## config.mk

```make
export PLATFORM = sky130hd
export DESIGN_NAME = dfps_top
export DESIGN_NICKNAME = d
export VERILOG_FILES = /design/src/core/dfps_pkg.sv /design/src/core/dfps_top.sv
export VERILOG_INCLUDE_DIRS = /design/src /design/src/core
export SDC_FILE = /design/constraint.sdc
export NUM_CORES = 1
export LEC_CHECK = 0
export CORE_ASPECT_RATIO = 0.75
export CORE_UTILIZATION = 30
export CTS_BUF_LIST = sky130_fd_sc_hd__clkbuf_4 sky130_fd_sc_hd__clkbuf_8
export CTS_CLUSTER_DIAMETER = 120
export DETAILED_ROUTE_END_ITERATION = 7
export DONT_BUFFER_PORTS = 1
export GPL_TIMING_DRIVEN = 0
export PLACE_DENSITY_LB_ADDON = 0.15
export SLEW_MARGIN = 40
export SYNTH_ARGS = -nofsm -noshare
export SYNTH_HDL_FRONTEND = slang
export SYNTH_SLANG_ARGS = --single-unit
```

## constraint.sdc

```tcl
create_clock -name CLK -period 2.6 [get_ports CLK]
set_input_delay 0.13 -clock CLK [delete_from_list [all_inputs] [get_ports CLK]]
set_output_delay 0.13 -clock CLK [all_outputs]
set_load 0.02 [all_outputs]
```

## src/core/dfps_map.svh

```systemverilog
`ifndef DFPS_MAP_SVH
`define DFPS_MAP_SVH
// ==========================================================
// Register offsets (word addresses on the plain port)
`define DFPS_ADDR_CTRL     4'h0
`define DFPS_ADDR_MODE     4'h1
`define DFPS_ADDR_WAIT     4'h2
`define DFPS_ADDR_GROUP    4'h3
`define DFPS_ADDR_STATUS   4'h4
`define DFPS_ADDR_FIRST    4'h5
`define DFPS_ADDR_ACCUM    4'h6
`define DFPS_ADDR_CMD      4'h7
// ==========================================================
// Control register bit positions
`define DFPS_CTRL_OUT_EN   0
`define DFPS_CTRL_IN_EN    1
`define DFPS_CTRL_EARTH_EN 2
// Command register bit positions
`define DFPS_CMD_RESET     0
// ==========================================================
// Reset values and the optimum mode code
`define DFPS_CTRL_RESET    3'h3
`define DFPS_MODE_RESET    4'h0
`define DFPS_WAIT_RESET    12'h00a
`define DFPS_GROUP_RESET   4'h0
`define DFPS_MODE_OPTIMUM  4'h9
// ==========================================================
// Wait time limits in tenths of a second
`define DFPS_WAIT_MIN      12'h001
`define DFPS_WAIT_MAX      12'he10
// ==========================================================
// Timing: clock in Hz, times in microseconds
`define DFPS_CLK_HZ        40000000
`define DFPS_IN_LOSS_US    1000000
`define DFPS_EARTH_US      20000
`define DFPS_TENTH_US      100000
`define DFPS_CYC(us)       ((`DFPS_CLK_HZ / 1000000) * (us))
// Fault codes
`define DFPS_CODE_NONE     4'h0
`define DFPS_CODE_OUT_LOSS 4'h1
`define DFPS_CODE_IN_LOSS  4'h2
`define DFPS_CODE_EARTH    4'h3
`define DFPS_CODE_STORE    4'h4
`define DFPS_CODE_EXT      4'h5
`endif

```

## src/core/dfps_pkg.sv

```systemverilog
package dfps_pkg;
  // ==========================================================
  // Protection sequencer states
  typedef enum logic [2:0] {
    DFPS_IDLE  = 3'b000,
    DFPS_CHECK = 3'b001,
    DFPS_RUN   = 3'b010,
    DFPS_TRIP  = 3'b011,
    DFPS_WAIT  = 3'b100
  } dfps_state_t;

  // Drive condition flags from the motor control logic
  typedef struct packed {
    logic       running;
    logic       dc_braking;
    logic       regenerating;
    logic       light_load;
    logic       restart_active;
    logic       vf_control;
    logic       freq_above_1hz;
  } dfps_drive_t;

  // Retry selection and external faults
  typedef struct packed {
    logic       ext_fault;
    logic       ext_retry_ok;
    logic       retry_enable;
  } dfps_retry_t;
endpackage : dfps_pkg

```

## src/core/dfps_top.sv

```systemverilog
`timescale 1ns/100ps
`include "dfps_map.svh"
// How it works
// - Output phase loss trips while running above 1Hz
// - Output phase loss enable bit, reset one
// - Input phase loss trips after one second
// - Input phase loss enable bit, reset one
// - Input loss ignored light load or stopped
// - Input loss ignored while regenerating
// - Input loss setting only on three-phase variant
// - Earth check only right after start command
// - Earth check enable bit, reset zero
// - Earth check delays output about 20ms
// - Earth fault found records fault and trips
// - First fault of retry sequence kept, fault code shows latest
// - Retry reset keeps thermal and brake accumulations
// - No retry after power-on storage fault
// - Unselected fault during wait abandons retry
// - Excitation mode zero normal, nine optimum
// - Optimum excitation only under V/F control
// - Optimum excitation suspended during restart
// - Settings other than group select writable only when group select zero
// - Retry wait configurable 0.1 to 360s
module dfps_top
  import dfps_pkg::*;
#(
  parameter bit          THREE_PHASE = 1'b1,
  parameter int unsigned IN_LOSS_CYC = `DFPS_CYC(`DFPS_IN_LOSS_US),
  parameter int unsigned EARTH_CYC   = `DFPS_CYC(`DFPS_EARTH_US),
  parameter int unsigned TENTH_CYC   = `DFPS_CYC(`DFPS_TENTH_US)
) (
  // Clock and reset
  input  wire logic        CLK,
  input  wire logic        RST_N,
  // Register port
  input  wire logic [3:0]  ADDR,
  input  wire logic [15:0] WDATA,
  input  wire logic        WR,
  input  wire logic        RD,
  output logic      [15:0] RDATA,
  // Drive conditions and retry selection
  input  wire dfps_drive_t DRIVE,
  input  wire dfps_retry_t RETRY,
  input  wire logic        START_CMD,
  // Plant sense pins
  input  wire logic        OUT_PHASE_LOST,
  input  wire logic        IN_PHASE_LOST,
  input  wire logic        EARTH_FAULT,
  input  wire logic        PARAM_STORE_FAULT,
  // Outputs to the drive
  output logic             OUTPUT_ENABLE,
  output logic             FAULT_OUT,
  output logic             RETRY_RESET,
  output logic             OPTIMUM_EXCITATION,
  output logic [3:0]       FAULT_CODE
);
  // ==========================================================
  // Pin synchronisers
  logic [3:0] sync_a;                 // First stage
  logic [3:0] sync_b;                 // Second stage
  logic       out_lost;               // Synced output phase loss
  logic       in_lost;                // Synced input phase loss
  logic       earth;                  // Synced earth fault
  logic       store_fault;            // Synced storage fault

  // Two flops per pin
  always_ff @(posedge CLK) begin
    if (!RST_N) begin
      sync_a <= 4'h0;
      sync_b <= 4'h0;
    end else begin
      sync_a <= {PARAM_STORE_FAULT, EARTH_FAULT, IN_PHASE_LOST, OUT_PHASE_LOST};
      sync_b <= sync_a;
    end
  end
  assign out_lost    = sync_b[0];
  assign in_lost     = sync_b[1];
  assign earth       = sync_b[2];
  assign store_fault = sync_b[3];

  // ==========================================================
  // Settings
  logic [2:0]  ctrl;                  // Enable bits
  logic [3:0]  mode;                  // Excitation mode select
  logic [11:0] wait_time;             // Retry wait, tenths of s
  logic [3:0]  group_sel;             // User group read select
  logic        write_ok;              // Settings writable
  logic        wr_ctrl;               // Control write
  logic        wr_mode;               // Mode write
  logic        wr_wait;               // Wait write
  logic        wr_group;              // Group select write
  logic        wr_cmd;                // Command write
  logic [11:0] wait_clamped;          // Written wait clamped to range

  // Group select zero opens the other settings
  assign write_ok = (group_sel == 4'h0);
  assign wr_ctrl  = WR && write_ok && (ADDR == `DFPS_ADDR_CTRL);
  assign wr_mode  = WR && write_ok && (ADDR == `DFPS_ADDR_MODE);
  assign wr_wait  = WR && write_ok && (ADDR == `DFPS_ADDR_WAIT);
  assign wr_group = WR && (ADDR == `DFPS_ADDR_GROUP);
  assign wr_cmd   = WR && (ADDR == `DFPS_ADDR_CMD);
  // Keep the wait between 0.1 and 360 s
  assign wait_clamped = (WDATA[11:0] < `DFPS_WAIT_MIN) ? `DFPS_WAIT_MIN :
                        (WDATA[11:0] > `DFPS_WAIT_MAX) ? `DFPS_WAIT_MAX : WDATA[11:0];

  // Settings registers
  always_ff @(posedge CLK) begin
    if (!RST_N) begin
      ctrl      <= `DFPS_CTRL_RESET;
      mode      <= `DFPS_MODE_RESET;
      wait_time <= `DFPS_WAIT_RESET;
      group_sel <= `DFPS_GROUP_RESET;
    end else begin
      if (wr_ctrl) begin
        ctrl[`DFPS_CTRL_OUT_EN]   <= WDATA[`DFPS_CTRL_OUT_EN];
        // Input loss bit written as zero on single-phase variants
        ctrl[`DFPS_CTRL_IN_EN]    <= WDATA[`DFPS_CTRL_IN_EN] & THREE_PHASE;
        ctrl[`DFPS_CTRL_EARTH_EN] <= WDATA[`DFPS_CTRL_EARTH_EN];
      end
      // Only the two documented modes are accepted
      if (wr_mode && (WDATA[3:0] == 4'h0 || WDATA[3:0] == `DFPS_MODE_OPTIMUM)) begin
        mode <= WDATA[3:0];
      end
      if (wr_wait) begin
        wait_time <= wait_clamped;
      end
      if (wr_group) begin
        group_sel <= WDATA[3:0];
      end
    end
  end

  // Effective enables
  logic out_en;                       // Output loss protection on
  logic in_en;                        // Input loss protection on
  logic earth_en;                     // Earth check on
  assign out_en   = ctrl[`DFPS_CTRL_OUT_EN];
  assign in_en    = ctrl[`DFPS_CTRL_IN_EN] & THREE_PHASE;
  assign earth_en = ctrl[`DFPS_CTRL_EARTH_EN];

  // ==========================================================
  // Fault detection
  logic        out_trip;              // Output loss condition
  logic        in_watch;              // Input loss may be judged
  logic [31:0] in_cnt;                // Input loss persistence
  logic        in_trip;               // Input loss held one second

  // Output loss only while running, not braking, above 1Hz
  assign out_trip = out_en && out_lost && DRIVE.running &&
                    !DRIVE.dc_braking && DRIVE.freq_above_1hz;
  // Bus ripple method is blind when stopped, light or regenerating
  assign in_watch = in_en && DRIVE.running && !DRIVE.light_load &&
                    !DRIVE.regenerating;
  assign in_trip  = (in_cnt >= IN_LOSS_CYC - 1) && in_watch && in_lost;

  // Continuous loss counter, restarts on any gap
  always_ff @(posedge CLK) begin
    if (!RST_N) begin
      in_cnt <= 32'h0;
    end else if (in_watch && in_lost) begin
      if (in_cnt < IN_LOSS_CYC - 1) begin
        in_cnt <= in_cnt + 32'h1;
      end
    end else begin
      in_cnt <= 32'h0;
    end
  end

  // ==========================================================
  // Sequencer
  dfps_state_t state;                 // Current state
  dfps_state_t next_state;            // Next state
  logic [31:0] timer;                 // Check and wait timer
  logic [11:0] tenths;                // Elapsed tenths of a second
  logic        start_q;               // Start command, previous
  logic        start_edge;            // Start command rising
  logic        power_on_store;        // Storage fault seen at power on
  logic [1:0]  po_cnt;                // Edges since release, saturates
  logic        in_sequence;           // Retry sequence active
  logic        new_fault;             // Any trip this cycle
  logic [3:0]  new_code;              // Code of that trip
  logic        retryable;             // New fault may be retried
  logic [3:0]  retry_code;            // Code judged for retry
  logic [15:0] accum_resets;          // Resets that clear accumulations
  logic [3:0]  first_code;            // First fault of sequence

  assign start_edge = START_CMD && !start_q;
  // Earth fault counts only during the start check window
  assign new_fault = ((state == DFPS_RUN) && (out_trip || in_trip)) ||
                     ((state == DFPS_CHECK) && earth) ||
                     ((state != DFPS_TRIP) && (store_fault || RETRY.ext_fault));
  assign new_code  = (state == DFPS_CHECK && earth) ? `DFPS_CODE_EARTH :
                     store_fault                    ? `DFPS_CODE_STORE :
                     (state == DFPS_RUN && out_trip) ? `DFPS_CODE_OUT_LOSS :
                     (state == DFPS_RUN && in_trip)  ? `DFPS_CODE_IN_LOSS : `DFPS_CODE_EXT;
  // Storage fault from power on never retries
  // In TRIP the latched code decides, since the pin may have dropped
  assign retry_code = (state == DFPS_TRIP) ? FAULT_CODE : new_code;
  assign retryable = RETRY.retry_enable && RETRY.ext_retry_ok &&
                     !(retry_code == `DFPS_CODE_STORE && power_on_store);

  // Next state
  always_comb begin
    next_state = state;
    case (state)
      DFPS_IDLE: begin
        if (new_fault) begin
          next_state = DFPS_TRIP;
        end else if (start_edge) begin
          next_state = earth_en ? DFPS_CHECK : DFPS_RUN;
        end
      end
      DFPS_CHECK: begin
        if (new_fault) begin
          next_state = DFPS_TRIP;
        end else if (timer >= EARTH_CYC - 1) begin
          next_state = DFPS_RUN;
        end
      end
      DFPS_RUN: begin
        if (new_fault) begin
          next_state = DFPS_TRIP;
        end else if (!START_CMD) begin
          next_state = DFPS_IDLE;
        end
      end
      DFPS_TRIP: begin
        if (wr_cmd && WDATA[`DFPS_CMD_RESET]) begin
          next_state = DFPS_IDLE;
        end else if (retryable) begin
          next_state = DFPS_WAIT;
        end
      end
      DFPS_WAIT: begin
        if (new_fault && !retryable) begin
          next_state = DFPS_TRIP;
        end else if (tenths >= wait_time) begin
          next_state = DFPS_IDLE;
        end
      end
      default: begin
        next_state = DFPS_IDLE;
      end
    endcase
  end

  // State, timers and power-on capture
  always_ff @(posedge CLK) begin
    if (!RST_N) begin
      state          <= DFPS_IDLE;
      timer          <= 32'h0;
      tenths         <= 12'h0;
      start_q        <= 1'b0;
      power_on_store <= 1'b0;
      po_cnt         <= 2'h0;
    end else begin
      state      <= next_state;
      start_q    <= START_CMD;
      if (po_cnt != 2'h3) begin
        po_cnt <= po_cnt + 2'h1;
      end
      // Synced pin first shows its power-on level at the third edge
      if (po_cnt == 2'h2) begin
        power_on_store <= store_fault;
      end
      if (next_state != state) begin
        timer  <= 32'h0;
        tenths <= 12'h0;
      end else if (timer >= TENTH_CYC - 1 && state == DFPS_WAIT) begin
        timer  <= 32'h0;
        tenths <= tenths + 12'h1;
      end else begin
        timer <= timer + 32'h1;
      end
    end
  end

  // Fault record and retry bookkeeping
  always_ff @(posedge CLK) begin
    if (!RST_N) begin
      first_code   <= `DFPS_CODE_NONE;
      in_sequence  <= 1'b0;
      accum_resets <= 16'h0;
      FAULT_CODE   <= `DFPS_CODE_NONE;
      FAULT_OUT    <= 1'b0;
      RETRY_RESET  <= 1'b0;
    end else begin
      RETRY_RESET <= (state == DFPS_WAIT) && (next_state == DFPS_IDLE);
      if (new_fault && next_state == DFPS_TRIP || new_fault && state == DFPS_IDLE) begin
        FAULT_CODE <= new_code;
        FAULT_OUT  <= 1'b1;
        if (!in_sequence) begin
          first_code  <= new_code;
          in_sequence <= 1'b1;
        end
      end
      if (wr_cmd && WDATA[`DFPS_CMD_RESET] && state == DFPS_TRIP) begin
        FAULT_OUT   <= 1'b0;
        FAULT_CODE  <= `DFPS_CODE_NONE;
        in_sequence <= 1'b0;
        // Manual reset clears accumulations; retry reset does not
        accum_resets <= accum_resets + 16'h1;
      end else if (state == DFPS_WAIT && next_state == DFPS_IDLE) begin
        FAULT_OUT  <= 1'b0;
        FAULT_CODE <= `DFPS_CODE_NONE;
      end else if (state == DFPS_RUN && !START_CMD && !new_fault) begin
        in_sequence <= 1'b0;
      end
    end
  end

  // ==========================================================
  // Outputs and read port
  logic [15:0] next_rdata;            // Read mux

  assign next_rdata =
    (ADDR == `DFPS_ADDR_CTRL)   ? {13'h0, ctrl} :
    (ADDR == `DFPS_ADDR_MODE)   ? {12'h0, mode} :
    (ADDR == `DFPS_ADDR_WAIT)   ? {4'h0, wait_time} :
    (ADDR == `DFPS_ADDR_GROUP)  ? {12'h0, group_sel} :
    (ADDR == `DFPS_ADDR_STATUS) ? {9'h0, power_on_store, in_sequence, FAULT_OUT, 1'b0, state} :
    (ADDR == `DFPS_ADDR_FIRST)  ? {12'h0, first_code} :
    (ADDR == `DFPS_ADDR_ACCUM)  ? accum_resets : 16'h0;

  // Registered outputs
  always_ff @(posedge CLK) begin
    if (!RST_N) begin
      RDATA              <= 16'h0;
      OUTPUT_ENABLE      <= 1'b0;
      OPTIMUM_EXCITATION <= 1'b0;
    end else begin
      RDATA         <= RD ? next_rdata : 16'h0;
      // Output held off in check window and any trip
      OUTPUT_ENABLE <= (next_state == DFPS_RUN);
      OPTIMUM_EXCITATION <= (mode == `DFPS_MODE_OPTIMUM) && DRIVE.vf_control &&
                            !DRIVE.restart_active;
    end
  end

  // ==========================================================
  // Checks
  trip_holds_off_a: assert property (@(posedge CLK) disable iff (!RST_N)
    state == DFPS_TRIP |=> !OUTPUT_ENABLE) else $error("output on during trip");
  check_delay_a: assert property (@(posedge CLK) disable iff (!RST_N)
    $rose(state == DFPS_CHECK) |-> !OUTPUT_ENABLE[*8]) else $error("output during check");
  opt_vf_only_a: assert property (@(posedge CLK) disable iff (!RST_N)
    OPTIMUM_EXCITATION |-> $past(DRIVE.vf_control) && !$past(DRIVE.restart_active))
    else $error("optimum excitation wrongly on");
  group_lock_a: assert property (@(posedge CLK) disable iff (!RST_N)
    group_sel != 4'h0 |=> $stable(ctrl)) else $error("settings changed while locked");
  earth_start_only_a: assert property (@(posedge CLK) disable iff (!RST_N)
    state == DFPS_RUN && earth && !store_fault && !RETRY.ext_fault && !out_trip && !in_trip
    |=> state == DFPS_RUN || state == DFPS_IDLE) else $error("earth trip while running");
  out_loss_gate_a: assert property (@(posedge CLK) disable iff (!RST_N)
    out_trip |-> DRIVE.freq_above_1hz && !DRIVE.dc_braking) else $error("loss trip gated wrong");
  store_no_retry_a: assert property (@(posedge CLK) disable iff (!RST_N)
    state == DFPS_TRIP && power_on_store && FAULT_CODE == `DFPS_CODE_STORE
    |=> state != DFPS_WAIT) else $error("retry after storage fault");
  wait_abandon_a: assert property (@(posedge CLK) disable iff (!RST_N)
    state == DFPS_WAIT && new_fault && !retryable |=> state == DFPS_TRIP)
    else $error("retry not abandoned");
endmodule : dfps_top

```

==> metrics <==
status=complete, no violations; Final setup viols=0; die area=26500 µm²; Worst path slowest cell=dfxtp_2; unrepaired setup endpoints after global routing=true; CTS tree=built; pwr/cell area=about 650 nW/µm²; final RePlAce weighted congestion=between 0.7 and 0.8; Worst path max stage delay=around 370 ps; Critical Path RT=just under 3000 ps; H-Tree Level Count=4; Final ANT Viol Nets=0; wire per inst=16.9 µm; Max Clk Rate=between 300 and 400 MHz; Final min period=roughly 2600 ps; root buffer cell=clkbuf_8; static leakage=roughly 3.1 nW; die width=188 µm; CTS Buf Count=17; diode count=0; crit-path max FO=10; Total Wirelength=22000 µm; Arrival @ worst endpoint=about 3000 ps; Synth Warn #=0; PortBufs=0; Detailed Place HPWL=between 15000 and 20000 µm; Place WS=-330 ps; Finished Cell Area=roughly 9400 µm²; CTS Sinks=~160; worst setup slack after layout=42.7 ps; post-place instance area=8200 µm²; prevailing post-synth register cell=dfxtp_1; peak supply drop=just under 0.4 mV; clk slew on worst S/H paths=90 ps; DRC errors left=0; drt first pass iters=5; Rows=50; Remaining Overflow, GRT=0; Initial Utilization=30.8%; core area=between 20000 and 30000 µm²; Worst Hold Class=in -> reg; via/cell ratio=5.10; Core Util, Final=between 30% and 40%; IO Pins=63; initial antenna violation count=0; global-route wire length before repair=~35000 µm; Cell Area, Synth=slightly below 8000 µm²; number of synthesized register bits=approximately 160; Slew HR=between 50% and 60%; Die Height=~140 µm; fin crit share=a little over nine tenths; pins over their slew limit=0; FFs w/ async S/R, synth=0%; Post-Layout Cell Count=1300; Max Buffers Root-to-Sink=2; Fillers=2555; share of cells above drive strength 1=between 15 and 20%; synth unique cells=71; critical path endpoint category=flip-flop; Avg Cell Area, Syn=about 8.7 µm²; Starting DRT DRC Count=between 300 and 400; EDFF count, synth=0; sequential area share after synthesis=between 40% and 50%; Crit Path Class=reg -> reg; Final TNS setup=0 ps; critical path cell sequence=nor4_4, nand3_1, buf_4, a211oi_4, a211oi_4, buf_4, nor4b_4, a21oi_4, buf_6, a2111oi_2; CP Launch Type=flip-flop; placed cell count=around 1.2k; vias in the first global route=6295; final hold vios=0; clk_lat worst skew=490 ps; final clock skew=~21 ps; fin nets=1006; gr usage total=~17%; Mapped Cells=around 890; Max Cap Violations=0; largest net degree at the start of global routing=17; P&R area growth vs syn=20.8%; routed via count=~6.6k; Slew @ Worst Pin=~740 ps; post-synth net total=about 950
[through the flow]
stage	power, W	hold slack (ps)
3_3_place_gp	0.00365	255
6_report	0.00610	50.8
5_1_grt	0.00637	77.4
2_1_floorplan	0.00335	252
4_1_cts	0.00600	26.3
3_5_place_dp	0.00365	258
[critical path, delay by kind of cell (launching register included)]
family                 cells  cell delay, ps
and+or+nand+nor            3             680
DFF                        1             370
buffers and inverters      3             530
AOI/OAI and AO/OA          4             870
[cells in the mapped netlist, types with 4 or more instances]
cell	n	share of area, %
inv_1	30	1.5
a21oi_1	16	1.0
xor2_1	27	3.0
nor2_1	111	5.4
o21ai_1	6	0.39
xnor2_1	53	6.0
and4_1	7	0.79
or3_1	8	0.64
and2_1	22	1.8
a22oi_1	14	1.4
a21o_1	5	0.48
nor4_1	19	1.5
nor2b_1	5	0.40
ha_1	18	2.9
nor3_1	28	1.8
dfxtp_1	157	40
nand2b_1	4	0.32
nand3_1	33	2.1
a221oi_1	4	0.45
buf_2	13	0.84
a2111oi_2	13	2.5
a31oi_1	4	0.32
a211oi_1	34	3.3
and3_1	26	2.1
buf_4	5	0.48
nand2_1	82	4.0
a2111oi_0	6	0.68
clkbuf_1	29	1.4
o21ai_0	20	1.3
o21a_1	4	0.39
nand4_1	14	1.1
mux2i_1	17	2.2
or4_1	6	0.58
[registers in the layout (all words and copies together) (netlist names), 4 cells and up]
| signal | cells |
|---|---|
| wait_time | 12 |
| mode | 4 |
| sync_b | 4 |
| group_sel | 4 |
| sync_a | 4 |
| timer | 32 |
| accum_resets | 16 |
| RDATA | 16 |
| tenths | 12 |
| in_cnt | 32 |
[per-layer routing]
metal	part of all wire, %	vias to the layer above	track usage (%)
met1	53	3168	25.1
li1	-	3292	-
met2	40	149	23.3
met3	5.0	17	3.73
met4	1.2	0	4.71
met5	0	-	0
[cells by family after synthesis]
logic type / count (synthesis) / share of synthesized area [%]
AO/OA/AOI/OAI: 153 / 15.6
XOR/XNOR: 80 / 9.02
adder cells (fa/ha/maj): 18 / 2.90
buffers and inverters: 78 / 4.22
flip-flops: 157 / 40.5
multiplexers: 18 / 2.34
other: 1 / 0.0483
AND/OR/NAND/NOR: 387 / 25.4
[path summary, 6_finish.rpt]
| kind | from | slack (ps) | end | depth (start not counted) |
|---|---|---|---|---|
| setup / recovery | timer[25] | 40 | timer[0] | 10 |
| hold / removal | RD | 50 | RDATA[10] | 2 |
| setup reg to reg | timer[25] | 40 | timer[0] | 10 |
| hold reg to reg | sync_a[0] | 440 | sync_b[0] | 1 |
[report_power, final]
part           total [W]  leakage [nW]  internal, W  switching, W
Clock            0.00211         0.227      0.00112      0.000992
Sequential       0.00257          1.27      0.00248     0.0000942
Combinational    0.00142          1.62     0.000559      0.000863
Total            0.00610          3.12      0.00415       0.00195
[layout make-up]
class                           count  area (µm²)  area share [%]
Multi-Input combinational cell    658        4600            49.1
Sequential cell                   157        3150            33.6
Tap cell                          338         423            4.51
Timing Repair Buffer               39         367            3.91
Clock buffer                       20         269            2.87
Buffer                             45         264            2.81
Clock inverter                     12         185            1.97
Inverter                           31         116            1.24
[layout by cell type (no fill, tap or decap), types with 8 or more instances in the layout]
| cell | synthesis | final |
|---|---|---|
| dfxtp_1 | 157 | 149 |
| nor2_1 | 111 | 109 |
| nand2_1 | 82 | 82 |
| xnor2_1 | 53 | 53 |
| nand3_1 | 33 | 32 |
| inv_1 | 30 | 30 |
| a211oi_1 | 34 | 29 |
| xor2_1 | 27 | 27 |
| and3_1 | 26 | 26 |
| nor3_1 | 28 | 25 |
| dlygate4sd3_1 | 0 | 24 |
| and2_1 | 22 | 22 |
| clkbuf_1 | 29 | 22 |
| o21ai_0 | 20 | 19 |
| clkbuf_8 | 0 | 19 |
| ha_1 | 18 | 18 |
| mux2i_1 | 17 | 17 |
| buf_4 | 5 | 16 |
| nand4_1 | 14 | 14 |
| a21oi_1 | 16 | 14 |
| a2111oi_2 | 13 | 14 |
| a22oi_1 | 14 | 14 |
| nor4_1 | 19 | 13 |
| buf_2 | 13 | 11 |
| buf_6 | 0 | 8 |
| dfxtp_2 | 0 | 8 |
[repair_timing]
action,in CTS,in global routing
buffers inserted,4,10
pin swaps,8,10
hold buffers,24,0
endpoints found under the setup margin,51,66
resized for setup,28,67
hold endpoints to repair,46,0
gates cloned,0,2
Power figures use the tool's default switching activity.
